`src/rtl/qsh_map.vh`:
```
// register selectors, field positions and reset values of the questionable status block
`ifndef QSH_MAP_VH
`define QSH_MAP_VH
`define QSH_SEL_QUESTIONABLE_GROUP_EVENT 4'h0
`define QSH_SEL_QUESTIONABLE_GROUP_ENABLE 4'h1
`define QSH_SEL_INST_EVENT 4'h2
`define QSH_SEL_INST_ENABLE 4'h3
`define QSH_SEL_SUM1_EVENT 4'h4
`define QSH_SEL_SUM1_ENABLE 4'h5
`define QSH_SEL_SUM2_EVENT 4'h6
`define QSH_SEL_SUM2_ENABLE 4'h7
`define QSH_SEL_SUM1_COND 4'h8
`define QSH_SEL_SUM2_COND 4'h9
`define QSH_SEL_SUMMARY 4'hA
`define QSH_SEL_REMOTE 4'hB
`define QSH_QUESTIONABLE_GROUP_FAN_BIT 4
`define QSH_PER_OUTPUT_FAULT_GROUP_BIT 13
`define QSH_INST_OUT1_BIT 1
`define QSH_INST_OUT2_BIT 2
`define QSH_SUM_VOLT_BIT 0
`define QSH_SUM_CURR_BIT 1
`define QSH_SUM_OVP_BIT 9
`define QSH_COND_CC_BIT 0
`define QSH_COND_CV_BIT 1
`define QSH_TOP_QUESTIONABLE_GROUP_BIT 3
`define QSH_ENABLE_RESET 16'h0000
`define QSH_IF_BUS 1'b0
`define QSH_IF_SERIAL 1'b1
`define QSH_MODE_LOCAL 2'h0
`define QSH_MODE_REMOTE 2'h1
`define QSH_MODE_LOCKOUT 2'h2
`endif

```
`src/rtl/qsh_status.v`:
```
// questionable status hierarchy, remote interface select and front-panel mode control
//
// Function
// event bits latch until explicitly cleared
// query read or clear-status clears event register
// reset or device-clear leaves events unchanged
// event read returns register as unsigned integer
// summary is OR of enabled event bits
// enable masks read and write, reads harmless
// clear-status leaves enable masks unchanged
// instrument summary drives questionable bit 13
// fan fault sets bit 4, others zero
// output1 sets bit 1, output2 bit 2
// per-output voltage bit 0, current bit 1
// overvoltage trip sets per-output bit 9
// condition view encodes CV, CC, unregulated, off
// host writes masks 6 and 515
// questionable enable cleared only by writing zero
// one remote interface, instrument bus default
// local all keys, remote only local key
// lockout disables every key including local
// serial control-C aborts and discards output
// host enters serial remote before serial traffic
// top summary collects group summaries only
// questionable summary is top bit 3
// summaries combinational, clear in same cycle
`include "qsh_map.vh"
`timescale 1ns/1ps
`default_nettype none
module qsh_status (
	input wire core_clk_i,
	input wire rstn_i,
	input wire fan_fault_i,
	input wire [1:0] volt_unreg_i,
	input wire [1:0] curr_unreg_i,
	input wire [1:0] ovp_trip_i,
	input wire [1:0] cv_active_i,
	input wire [1:0] cc_active_i,
	input wire [1:0] output_on_i,
	input wire reg_wr_i,
	input wire reg_rd_i,
	input wire [3:0] reg_sel_i,
	input wire [15:0] reg_wdata_i,
	output reg [15:0] reg_rdata_o,
	input wire clear_status_command_i,
	input wire reset_command_i,
	input wire device_clear_i,
	input wire if_select_wr_i,
	input wire if_select_i,
	input wire sys_local_i,
	input wire sys_remote_i,
	input wire remote_full_lockout_i,
	input wire serial_rx_valid_i,
	input wire [7:0] serial_rx_data_i,
	input wire [15:0] key_press_i,
	input wire [3:0] local_key_idx_i,
	output wire [15:0] key_enabled_o,
	output wire bus_enable_o,
	output wire serial_enable_o,
	output wire [1:0] panel_mode_o,
	output reg abort_o,
	output reg discard_output_o,
	output wire [7:0] status_summary_o
);
	localparam [7:0] CTRL_C = 8'h03;
	localparam [15:0] SUM_DEFINED = 16'h0203;
	wire [15:0] questionable_group_ev;
	wire [15:0] questionable_group_en;
	wire [15:0] inst_ev;
	wire [15:0] inst_en;
	wire [15:0] sum1_ev;
	wire [15:0] sum1_en;
	wire [15:0] sum2_ev;
	wire [15:0] sum2_en;
	reg if_sel_r;
	reg [1:0] mode_r;
	reg [15:0] sum_cond [0:1];
	wire [1:0] out_sum;
	wire inst_summary;
	wire questionable_group_summary;
	reg [15:0] sum_set [0:1];
	reg [15:0] inst_set;
	reg [15:0] questionable_group_set;
	wire rd_questionable_group = reg_rd_i && (reg_sel_i == `QSH_SEL_QUESTIONABLE_GROUP_EVENT);
	wire rd_inst = reg_rd_i && (reg_sel_i == `QSH_SEL_INST_EVENT);
	wire rd_sum1 = reg_rd_i && (reg_sel_i == `QSH_SEL_SUM1_EVENT);
	wire rd_sum2 = reg_rd_i && (reg_sel_i == `QSH_SEL_SUM2_EVENT);
	wire serial_abort = serial_rx_valid_i && (serial_rx_data_i == CTRL_C) &&
		(if_sel_r == `QSH_IF_SERIAL);
	integer i;

	// per-output condition view and summaries
	always @* begin
		for (i = 0; i < 2; i = i + 1) begin
			sum_cond[i] = 16'h0000;
			// both set when unregulated, neither when off
			sum_cond[i][`QSH_COND_CV_BIT] = output_on_i[i] &
				(cv_active_i[i] | (volt_unreg_i[i] & curr_unreg_i[i]));
			sum_cond[i][`QSH_COND_CC_BIT] = output_on_i[i] &
				(cc_active_i[i] | (volt_unreg_i[i] & curr_unreg_i[i]));
			sum_set[i] = 16'h0000;
			sum_set[i][`QSH_SUM_VOLT_BIT] = volt_unreg_i[i];
			sum_set[i][`QSH_SUM_CURR_BIT] = curr_unreg_i[i];
			sum_set[i][`QSH_SUM_OVP_BIT] = ovp_trip_i[i];
		end
		inst_set = 16'h0000;
		inst_set[`QSH_INST_OUT1_BIT] = out_sum[0];
		inst_set[`QSH_INST_OUT2_BIT] = out_sum[1];
		questionable_group_set = 16'h0000;
		questionable_group_set[`QSH_QUESTIONABLE_GROUP_FAN_BIT] = fan_fault_i;
		questionable_group_set[`QSH_PER_OUTPUT_FAULT_GROUP_BIT] = inst_summary;
	end

	// top summary holds only group summaries
	assign status_summary_o = {4'h0, questionable_group_summary, 3'h0};

	// four event groups; reset command and device-clear never reach a clear
	qsh_event_group #(
		.WIDTH(16)
	) u_questionable_group (
		.core_clk_i(core_clk_i),
		.rstn_i(rstn_i),
		.set_i(questionable_group_set),
		.clear_i(rd_questionable_group || clear_status_command_i),
		.en_wr_i(reg_wr_i && (reg_sel_i == `QSH_SEL_QUESTIONABLE_GROUP_ENABLE)),
		.en_wdata_i(reg_wdata_i),
		.event_o(questionable_group_ev),
		.enable_o(questionable_group_en),
		.summary_o(questionable_group_summary)
	);

	qsh_event_group #(
		.WIDTH(16)
	) u_inst (
		.core_clk_i(core_clk_i),
		.rstn_i(rstn_i),
		.set_i(inst_set),
		.clear_i(rd_inst || clear_status_command_i),
		.en_wr_i(reg_wr_i && (reg_sel_i == `QSH_SEL_INST_ENABLE)),
		.en_wdata_i(reg_wdata_i),
		.event_o(inst_ev),
		.enable_o(inst_en),
		.summary_o(inst_summary)
	);

	qsh_event_group #(
		.WIDTH(16)
	) u_sum1 (
		.core_clk_i(core_clk_i),
		.rstn_i(rstn_i),
		.set_i(sum_set[0]),
		.clear_i(rd_sum1 || clear_status_command_i),
		.en_wr_i(reg_wr_i && (reg_sel_i == `QSH_SEL_SUM1_ENABLE)),
		.en_wdata_i(reg_wdata_i),
		.event_o(sum1_ev),
		.enable_o(sum1_en),
		.summary_o(out_sum[0])
	);

	qsh_event_group #(
		.WIDTH(16)
	) u_sum2 (
		.core_clk_i(core_clk_i),
		.rstn_i(rstn_i),
		.set_i(sum_set[1]),
		.clear_i(rd_sum2 || clear_status_command_i),
		.en_wr_i(reg_wr_i && (reg_sel_i == `QSH_SEL_SUM2_ENABLE)),
		.en_wdata_i(reg_wdata_i),
		.event_o(sum2_ev),
		.enable_o(sum2_en),
		.summary_o(out_sum[1])
	);

	// read data registered one cycle after the read strobe
	always @(posedge core_clk_i or negedge rstn_i) begin
		if (!rstn_i) begin
			reg_rdata_o <= 16'h0000;
		end else if (reg_rd_i) begin
			case (reg_sel_i)
				`QSH_SEL_QUESTIONABLE_GROUP_EVENT: reg_rdata_o <= questionable_group_ev;
				`QSH_SEL_QUESTIONABLE_GROUP_ENABLE: reg_rdata_o <= questionable_group_en;
				`QSH_SEL_INST_EVENT: reg_rdata_o <= inst_ev;
				`QSH_SEL_INST_ENABLE: reg_rdata_o <= inst_en;
				`QSH_SEL_SUM1_EVENT: reg_rdata_o <= sum1_ev;
				`QSH_SEL_SUM1_ENABLE: reg_rdata_o <= sum1_en;
				`QSH_SEL_SUM2_EVENT: reg_rdata_o <= sum2_ev;
				`QSH_SEL_SUM2_ENABLE: reg_rdata_o <= sum2_en;
				`QSH_SEL_SUM1_COND: reg_rdata_o <= sum_cond[0];
				`QSH_SEL_SUM2_COND: reg_rdata_o <= sum_cond[1];
				`QSH_SEL_SUMMARY: reg_rdata_o <= {8'h00, status_summary_o};
				`QSH_SEL_REMOTE: reg_rdata_o <= {13'h0000, if_sel_r, mode_r};
				default: reg_rdata_o <= 16'h0000;
			endcase
		end
	end

	// interface select and panel mode
	always @(posedge core_clk_i or negedge rstn_i) begin
		if (!rstn_i) begin
			if_sel_r <= `QSH_IF_BUS;
			mode_r <= `QSH_MODE_LOCAL;
		end else begin
			if (if_select_wr_i) begin
				if_sel_r <= if_select_i;
			end
			case (mode_r)
				`QSH_MODE_LOCAL: begin
					if (remote_full_lockout_i) begin
						mode_r <= `QSH_MODE_LOCKOUT;
					end else if (sys_remote_i) begin
						mode_r <= `QSH_MODE_REMOTE;
					end
				end
				`QSH_MODE_REMOTE: begin
					if (sys_local_i) begin
						mode_r <= `QSH_MODE_LOCAL;
					end else if (remote_full_lockout_i) begin
						mode_r <= `QSH_MODE_LOCKOUT;
					end else if (key_press_i[local_key_idx_i]) begin
						mode_r <= `QSH_MODE_LOCAL;
					end
				end
				`QSH_MODE_LOCKOUT: begin
					if (sys_local_i) begin
						mode_r <= `QSH_MODE_LOCAL;
					end else if (sys_remote_i) begin
						mode_r <= `QSH_MODE_REMOTE;
					end
				end
				default: mode_r <= `QSH_MODE_LOCAL;
			endcase
		end
	end

	assign bus_enable_o = (if_sel_r == `QSH_IF_BUS);
	assign serial_enable_o = (if_sel_r == `QSH_IF_SERIAL);
	assign panel_mode_o = mode_r;
	assign key_enabled_o = (mode_r == `QSH_MODE_LOCAL) ? 16'hFFFF :
		(mode_r == `QSH_MODE_REMOTE) ? (16'h0001 << local_key_idx_i) :
		16'h0000;

	// abort pulses on control-C while the serial interface is selected, or on device-clear; a reset command does not abort
	always @(posedge core_clk_i or negedge rstn_i) begin
		if (!rstn_i) begin
			abort_o <= 1'b0;
			discard_output_o <= 1'b0;
		end else begin
			abort_o <= serial_abort || device_clear_i;
			discard_output_o <= serial_abort || device_clear_i;
		end
	end
endmodule

// one event register with its enable mask and its summary bit
module qsh_event_group #(
	parameter WIDTH = 16
) (
	input wire core_clk_i,
	input wire rstn_i,
	input wire [WIDTH-1:0] set_i,
	input wire clear_i,
	input wire en_wr_i,
	input wire [WIDTH-1:0] en_wdata_i,
	output reg [WIDTH-1:0] event_o,
	output reg [WIDTH-1:0] enable_o,
	output wire summary_o
);
	// a set in the clearing cycle survives, so no event is lost to a query
	always @(posedge core_clk_i or negedge rstn_i) begin
		if (!rstn_i) begin
			event_o <= {WIDTH{1'b0}};
		end else begin
			event_o <= (clear_i ? {WIDTH{1'b0}} : event_o) | set_i;
		end
	end

	// only a write changes the mask; reads and clear-status leave it alone
	always @(posedge core_clk_i or negedge rstn_i) begin
		if (!rstn_i) begin
			enable_o <= `QSH_ENABLE_RESET;
		end else if (en_wr_i) begin
			enable_o <= en_wdata_i;
		end
	end

	// not latched, so a cleared event drops its summary at once
	assign summary_o = |(event_o & enable_o);
endmodule
`default_nettype wire

```
`config.mk`:
```
export PLATFORM = sky130hd
export DESIGN_NAME = qsh_status
export DESIGN_NICKNAME = d
export VERILOG_FILES = /design/src/rtl/qsh_status.v
export VERILOG_INCLUDE_DIRS = /design/src /design/src/rtl
export SDC_FILE = /design/constraint.sdc
export NUM_CORES = 1
export LEC_CHECK = 0
export BUFFER_PORTS_ARGS = -buffer_cell sky130_fd_sc_hd__buf_4
export CAP_MARGIN = 20
export CORE_MARGIN = 5
export CORE_UTILIZATION = 53
export DETAILED_ROUTE_END_ITERATION = 8
export HOLD_SLACK_MARGIN = 0.02
export PLACE_DENSITY = 0.79
export SYNTH_ARGS = -nofsm -noshare
export SYNTH_HDL_FRONTEND = slang
export SYNTH_SLANG_ARGS = --single-unit
```
`constraint.sdc`:
```
create_clock -name core_clk_i -period 1.62 [get_ports core_clk_i]
set_clock_uncertainty 0.2 [all_clocks]
set_input_delay 0.324 -clock core_clk_i [delete_from_list [all_inputs] [get_ports core_clk_i]]
set_output_delay 0.324 -clock core_clk_i [all_outputs]
set_load 0.01 [all_outputs]
```
==> key figures, run 1 <==
Hold path
  • Hold-critical path depth: 2
  • WHS Endpoint: u_sum2.enable_o[13]
  • Hold WC Path Type: input port to flop
  • Hold Startpoint: reg_wdata_i[13]

Global route
  • Grt met2 use: 42.4%
  • First-pass GRT wire length: 20200 um
  • Gr usage total: 24.8%
  • Largest net degree at the start of global routing: 30
  • Met3 Usage GRT: 4.47%
  • Overflow after GRT: 0
  • Met1 Use GR: 30.7%
  • Initial antenna violation count: 0
  • GR peak layer: met2
  • Vias in the first global route: 4105

Routing
  • Final WL: 12900 um
  • Initial drt markers: 221
  • Remaining DRCs: 0
  • Pre-Repair DR Iteration Count: 5
  • Final ANT Viol Nets: 0
  • WL/cell: 19.4 um
  • Vias: 3900
  • Via density: 5.84

Placed design
  • DP Wirelength: 9080 um
  • # port buffers: 111
  • Dpl cell area: 0.00591 mm2
  • RePlAce Congestion: 0.934
  • Placed Instances: 619

Cells and area
  • Final layout net count: 629
  • Reg area: 0.00235 mm2
  • Antenna fix cells: 0
  • Final instance area: 0.00656 mm2
  • Layout cells sized above 1: 52.3%
  • Area grow syn2layout: 42.9%
  • Non-Filler Instances: 668
  • Area occupied by multi-input gates: 0.00222 mm2
  • Fill cells: 538
  • Final core utilization: 76.4%

Setup path
  • Worst setup EP type: primary output
  • R2R Path End: reg_rdata_o[1]
  • Slowest cell delay on critical path: 0.46 ns
  • Worst setup path class: flop to primary output
  • Cell family with most CP delay: flip-flops
  • CP Launch Point: panel_mode_o[1]
  • Critical Path Stages: 3
  • CP max FO: 10
  • CP cell instances: clkbuf_16 -> a21oi_2 -> buf_4
  • Register-to-register setup slack: -0.11 ns
  • Setup crit start kind: flop
  • Buf+Inv Stages, Crit Path: 2
  • CP arrival: 1.24 ns
  • Required time of the critical path: 1.10 ns
  • Worst r2r src: panel_mode_o[1]
  • R2R cell count: 6
  • Slowest CP cell: dfrtp_2

Floorplanning
  • Initial core utilization: 53.5%
  • # IOs: 120
  • Die Y: 103 um
  • Rows: 34
  • Core footprint: 0.00859 mm2
  • Chip Width: 103 um
  • Die area: 0.0106 mm2

Synth
  • #FFs+latches synth: 94
  • EDFF count, synth: 0
  • Synthesis Warnings: 0
  • Mapped Area: 0.00459 mm2
  • Primary FF master, synth: dfrtp_1
  • Synth unique cells: 53
  • Share of the yosys chip area belonging to registers: 51.2%
  • Syn avg cell area: 12.2 um2
  • Post-Syn Instances: 376
  • FFs w/ async S/R, synth: 100%

CTS
  • Clk root buf: clkbuf_8
  • CTS clk-pin slew, worst paths: 0.09 ns
  • Clk_lat worst skew: 0.36 ns
  • CTS Sinks: 94
  • Num CTS Buffers: 9
  • CTS tree: done
  • Bufs on Longest Clock Path: 2
  • H-tree depth: 3

Job
  • Max Cap Viol: 0

Power
  • Cell Pwr Density: 957 mW/mm2
  • Leakage: 3.03 nW
  • Maximum vdd drop: 0.000540 V

Timing
  • RSZ-0062 raised after global routing: true
  • Final Hold Viols: 0
  • Worst setup margin: -0.144 ns
  • Worst slew pin tran: 0.502 ns
  • Setup violators final: 20
  • Fin. max-slew vios: 0
  • Minimum clock period: 1.76 ns
  • Slew margin rel.: 66.5%
  • FMAX: 567 MHz
  • WHS: 0.0366 ns
  • Crit share post-route: 109%

Run status
  • Outcome: complete, but fails checks
  • Failing checks: negative setup slack
==> worst max path at each step <==
stage                                      to  slack (ns)
after floorplan               panel_mode_o[0]       -0.13
after global placement    u_sum2.enable_o[10]       -0.31
after detailed placement  u_sum2.enable_o[15]       -0.34
after CTS                   key_enabled_o[14]       -0.14
after global routing        key_enabled_o[14]       -0.20
final                       key_enabled_o[14]       -0.14
==> report_power, final <==
part | total, mW | internal [mW] | switching [mW]
registers | 3.10 | 2.80 | 0.300
clock network | 1.45 | 0.589 | 0.863
logic | 1.73 | 1.01 | 0.720
==> routing by layer <==
metal / share of wire (%) / up-vias
met4: 2.3 / 0
met1: 40 / 1931
li1: - / 1776
met2: 51 / 169
met3: 6.8 / 24
met5: 0 / -
==> worst register-to-register path, stage by stage (launching register included) <==
cell	delay [ns]
dfrtp_2	0.46
buf_4	0.15
and4b_1	0.18
o21ai_1	0.13
o2111a_1	0.22
a21oi_1	0.07
a22o_1	0.21
==> flip-flops by register name, indices dropped and copies added, names as in the netlist <==
name and flops:
serial_enable_o 1, panel_mode_o 2, u_sum1.event_o 3, discard_output_o 1, reg_rdata_o 16, u_questionable_group.event_o 2
u_sum1.enable_o 16, u_sum2.event_o 3, u_sum2.enable_o 16, u_questionable_group.enable_o 16, u_inst.enable_o 16, u_inst.event_o 2
==> synth_stat cells, types with 2 or more instances <==
master / n / area share (%)
mux2i_1: 7 / 1.5
mux2_2: 66 / 16
and4b_1: 2 / 0.44
nor4_1: 2 / 0.27
a22o_1: 11 / 2.1
inv_1: 5 / 0.41
a221oi_1: 10 / 1.9
a21o_1: 10 / 1.6
a221o_1: 2 / 0.44
a32o_1: 2 / 0.44
nor2_1: 7 / 0.57
nor3_1: 2 / 0.22
buf_4: 9 / 1.5
o21ai_0: 5 / 0.54
dfrtp_1: 94 / 51
a31oi_1: 4 / 0.54
a222oi_1: 5 / 1.1
nand2_1: 20 / 1.6
o2bb2ai_1: 13 / 2.5
a21oi_1: 25 / 2.7
buf_2: 9 / 0.98
nor3_2: 2 / 0.44
mux4_1: 4 / 2.3
nand4b_1: 2 / 0.38
a22oi_1: 2 / 0.33
nand2_2: 3 / 0.41
nand3b_1: 2 / 0.33
clkbuf_1: 11 / 0.90
nor2b_1: 6 / 0.82
nand3_1: 11 / 1.2
==> layout by cell type, fill, tap and decap left out, types with 2 or more instances in the layout <==
cell | netlist | layout
a22oi_1 | 2 | 2
nand2_2 | 3 | 4
nor2b_2 | 1 | 2
nand2_1 | 20 | 18
dlygate4sd3_1 | 0 | 26
mux2_2 | 66 | 66
a21oi_2 | 0 | 17
a221oi_1 | 10 | 9
buf_6 | 1 | 3
a22o_1 | 11 | 11
nand3_1 | 11 | 10
nor3_1 | 2 | 2
mux2i_1 | 7 | 7
dfrtp_2 | 0 | 2
a221o_1 | 2 | 2
nand4b_1 | 2 | 2
mux4_2 | 1 | 4
o21ai_0 | 5 | 4
nand3b_1 | 2 | 2
o2bb2ai_1 | 13 | 13
clkbuf_8 | 0 | 9
conb_1 | 1 | 7
and4b_1 | 2 | 2
nor2_1 | 7 | 6
dfrtp_1 | 94 | 92
a21oi_1 | 25 | 8
nor2_2 | 1 | 2
inv_6 | 0 | 3
a222oi_1 | 5 | 5
a32o_1 | 2 | 2
nor2b_1 | 6 | 4
buf_4 | 9 | 156
inv_1 | 5 | 5
nor3_4 | 0 | 2
buf_12 | 0 | 8
a31oi_1 | 4 | 3
a21o_1 | 10 | 10
==> cell type report <==
| type | count | share of cell area, % |
|---|---|---|
| Clock inverter | 6 | 0.820 |
| Sequential cell | 94 | 35.9 |
| Inverter | 6 | 0.343 |
| Clock buffer | 10 | 1.94 |
| Tap cell | 108 | 2.06 |
| Timing Repair Buffer | 194 | 25.1 |
| Multi-Input combinational cell | 250 | 33.8 |
==> what timing repair did <==
item                                    CTS  global route
gates resized for setup                  12            24
gates cloned                              0             1
endpoints found under the setup margin   18            23
hold buffers                             26             1
endpoints found under the hold margin   133             1
pin swaps                                 3             3
buffers inserted                          6             1
==> cells by family (layout without fill, tap and decap cells) <==
family / Yosys count / after routing / synth area share (%)
buf+inv: 38 / 216 / 4.28
compound gates: 97 / 97 / 15.7
other cells: 1 / 7 / 0.0816
mux: 78 / 78 / 20.5
simple gates: 68 / 68 / 8.23
flops: 94 / 94 / 51.2
==> metrics by stage <==
step	power, mW	setup TNS, ns	worst slack, ns
global placement	4.54	-21.98	-0.308
finish	6.28	-2.24	-0.144
CTS	6.21	-2.23	-0.138
global route	6.59	-3.26	-0.202
detailed placement	4.63	-23.66	-0.338
floorplan	3.89	-0.132	-0.129
Note: power is estimated with default switching activity, not from simulation.
==> inputs of run 2 (changes only) <==
--- a/config.mk
+++ b/config.mk
@@ -9,10 +9,11 @@
 export BUFFER_PORTS_ARGS = -buffer_cell sky130_fd_sc_hd__buf_4
 export CAP_MARGIN = 20
 export CORE_MARGIN = 5
-export CORE_UTILIZATION = 53
+export CORE_UTILIZATION = 48
 export DETAILED_ROUTE_END_ITERATION = 8
 export HOLD_SLACK_MARGIN = 0.02
-export PLACE_DENSITY = 0.79
+export MAX_ROUTING_LAYER = met4
+export PLACE_DENSITY = 0.75
 export SYNTH_ARGS = -nofsm -noshare
 export SYNTH_HDL_FRONTEND = slang
 export SYNTH_SLANG_ARGS = --single-unit
==> constraint.sdc (replaced) <==
create_clock -name core_clk_i -period 1.4 [get_ports core_clk_i]
set_clock_uncertainty 0.2 [all_clocks]
set_input_delay 0.28 -clock core_clk_i [delete_from_list [all_inputs] [get_ports core_clk_i]]
set_output_delay 0.28 -clock core_clk_i [all_outputs]
set_load 0.01 [all_outputs]
==> run 2 against run 1 <==
Effect of this change:
- the flow still finishes with violations (negative setup slack)
- critical path type unchanged
- register-to-register slack lost 0.17 ns
- count of clock-buffer cells in the layout is the same
- hold slack gained 0.046 ns
- critical endpoint is now key_enabled_o[8]
- wire length grew 8.1%
- highest routed layer unchanged
- combinational power grew 45%
- sequential power grew 16%
- utilization grew 3.1 points
- via count grew 6.7%
- sequential cell count is the same
- cell area grew 12%
- die area grew 9.4%
==> key figures, run 2 (same netlist as run 1, synthesis figures left out) <==
Cells and area
  • Layout cells sized above 1: 57.7%
  • Fill cells: 559
  • Non-Filler Instances: 746
  • Area grow syn2layout: 60.7%
  • Antenna fix cells: 0
  • Commonest non-fill, non-tap cell in the layout: buf_4
  • Final layout net count: 687
  • Final core utilization: 79.5%
  • Most frequent cells in the layout: 166 x buf_4, 93 x dfrtp_1, 65 x mux2_2

Placed design
  • RePlAce Congestion: 0.899
  • DP Wirelength: 9400 um
  • Placed Instances: 671
  • # port buffers: 111

Routing
  • Pre-Repair DR Iteration Count: 7
  • Final WL: 14000 um
  • Final ANT Viol Nets: 0
  • Initial drt markers: 217
  • WL/cell: 18.7 um
  • Via density: 5.58
  • Vias: 4161
  • Remaining DRCs: 0

CTS
  • Clk_lat worst skew: 0.37 ns
  • Num CTS Buffers: 9
  • H-tree depth: 3
  • CTS clk-pin slew, worst paths: 0.09 ns
  • CTS tree: done
  • Clk root buf: clkbuf_8
  • CTS Sinks: 94
  • Bufs on Longest Clock Path: 2

Timing
  • Setup TNS: -7.92 ns
  • WHS: 0.0821 ns
  • RSZ-0062 raised after global routing: true
  • Setup violators final: 30
  • Minimum clock period: 1.81 ns
  • Fin. max-slew vios: 0
  • FMAX: 553 MHz
  • Worst setup margin: -0.410 ns
  • Final Hold Viols: 0
  • Crit share post-route: 129%

Power
  • Maximum vdd drop: 0.000648 V
  • Leakage: 3.41 nW
  • Cell Pwr Density: 1080 mW/mm2

Run status
  • Outcome: complete, but fails checks
  • Failing checks: negative setup slack

Setup path
  • Buf+Inv Stages, Crit Path: 3
  • Register-to-register setup slack: -0.28 ns
  • CP arrival: 1.33 ns
  • Worst setup path class: flop to primary output
  • Cell family with most CP delay: buffers and inverters
  • Cell mode on critical path: buf_6
  • Setup crit start kind: flop
  • Worst setup EP type: primary output
  • Slowest cell delay on critical path: 0.40 ns
  • CP cell instances: buf_6 -> buf_12 -> a21oi_4 -> buf_6
  • Required time of the critical path: 0.92 ns
  • CP max FO: 9
  • Slowest CP cell: dfrtp_1

Floorplanning
  • Die area: 0.0116 mm2
  • Rows: 35
  • Chip Width: 108 um
  • Core footprint: 0.00928 mm2
  • # IOs: 120
  • Initial core utilization: 49.5%
  • Die Y: 108 um

Global route
  • Vias in the first global route: 4349
  • Overflow after GRT: 0
  • Gr usage total: 24.5%
  • Largest net degree at the start of global routing: 30
  • First-pass GRT wire length: 21700 um
  • Initial antenna violation count: 0

Hold path
  • Hold WC Path Type: input port to flop

Job
  • Max Cap Viol: 0
-- run 2: cell count changes in the layout (fill, tap and decap cells not counted), sizes merged --
cell	change
buf	+52
bufinv	+1
clkbuf	-1
clkinv	+2
dlygate4sd3	+7
inv	-4
-- run 2: worst reg2reg max path, delay by kind of cell, from the launching register on --
kind,cells,cell delay [ns]
AO/OA/AOI/OAI,3,0.51
flip-flops,1,0.42
multiplexers,2,0.27
buffers and inverters,1,0.16
-- run 2: where the power goes --
part / leakage [nW] / total (mW) / internal, mW / switching [mW]
clock network: 0.0983 / 1.83 / 0.868 / 0.966
logic: 2.16 / 2.51 / 1.50 / 1.00
registers: 1.16 / 3.60 / 3.24 / 0.361
total: 3.41 / 7.94 / 5.61 / 2.33
-- run 2: cell type report --
type	instances	area, um2	area share [%]
multi-input combinational	250	2390	32.4
clock buffer	10	138	1.86
inverter	6	25.0	0.339
clock inverter	5	60.1	0.814
tap	129	161	2.19
timing repair buffer	252	2260	30.6
sequential	94	2350	31.9
-- run 2: final timing paths --
kind	start	endpoint	cells after the start
worst min register to register	u_sum2.enable_o[11]	u_sum2.enable_o[11]	1
min in group asynchronous	rstn_i	u_sum1.event_o[0]	2
worst max register to register	u_sum2.enable_o[0]	reg_rdata_o[0]	6
worst max-delay path	panel_mode_o[1]	key_enabled_o[8]	4
max in group asynchronous	rstn_i	u_sum1.enable_o[10]	3
worst min-delay path	reg_rd_i	u_inst.event_o[2]	4
-- run 2: repair_timing --
item	4_1_cts	5_1_grt
endpoints found under the hold margin	171	0
setup buffers	11	17
hold buffers	33	0
endpoints found under the setup margin	38	103
resized for setup	41	33
pin swaps	13	16
cloned	0	0
-- run 2: through the flow --
step,power (mW),area (um2),worst slack [ns]
6_report,7.94,7380,-0.410
3_3_place_gp,5.62,6370,-0.508
2_1_floorplan,4.71,5050,-0.304
4_1_cts,7.76,7130,-0.383
5_1_grt,8.32,7380,-0.444
3_5_place_dp,5.70,6370,-0.531
-- run 2: routing by layer --
metal	track usage (%)	part of all wire, %	vias to the layer above	wire length [um]
met5	-	0	-	0
met2	42.8	54	135	7610
li1	-	-	1896	-
met4	7.12	1.5	0	214
met1	29.6	39	2110	5490
met3	3.60	4.7	20	656
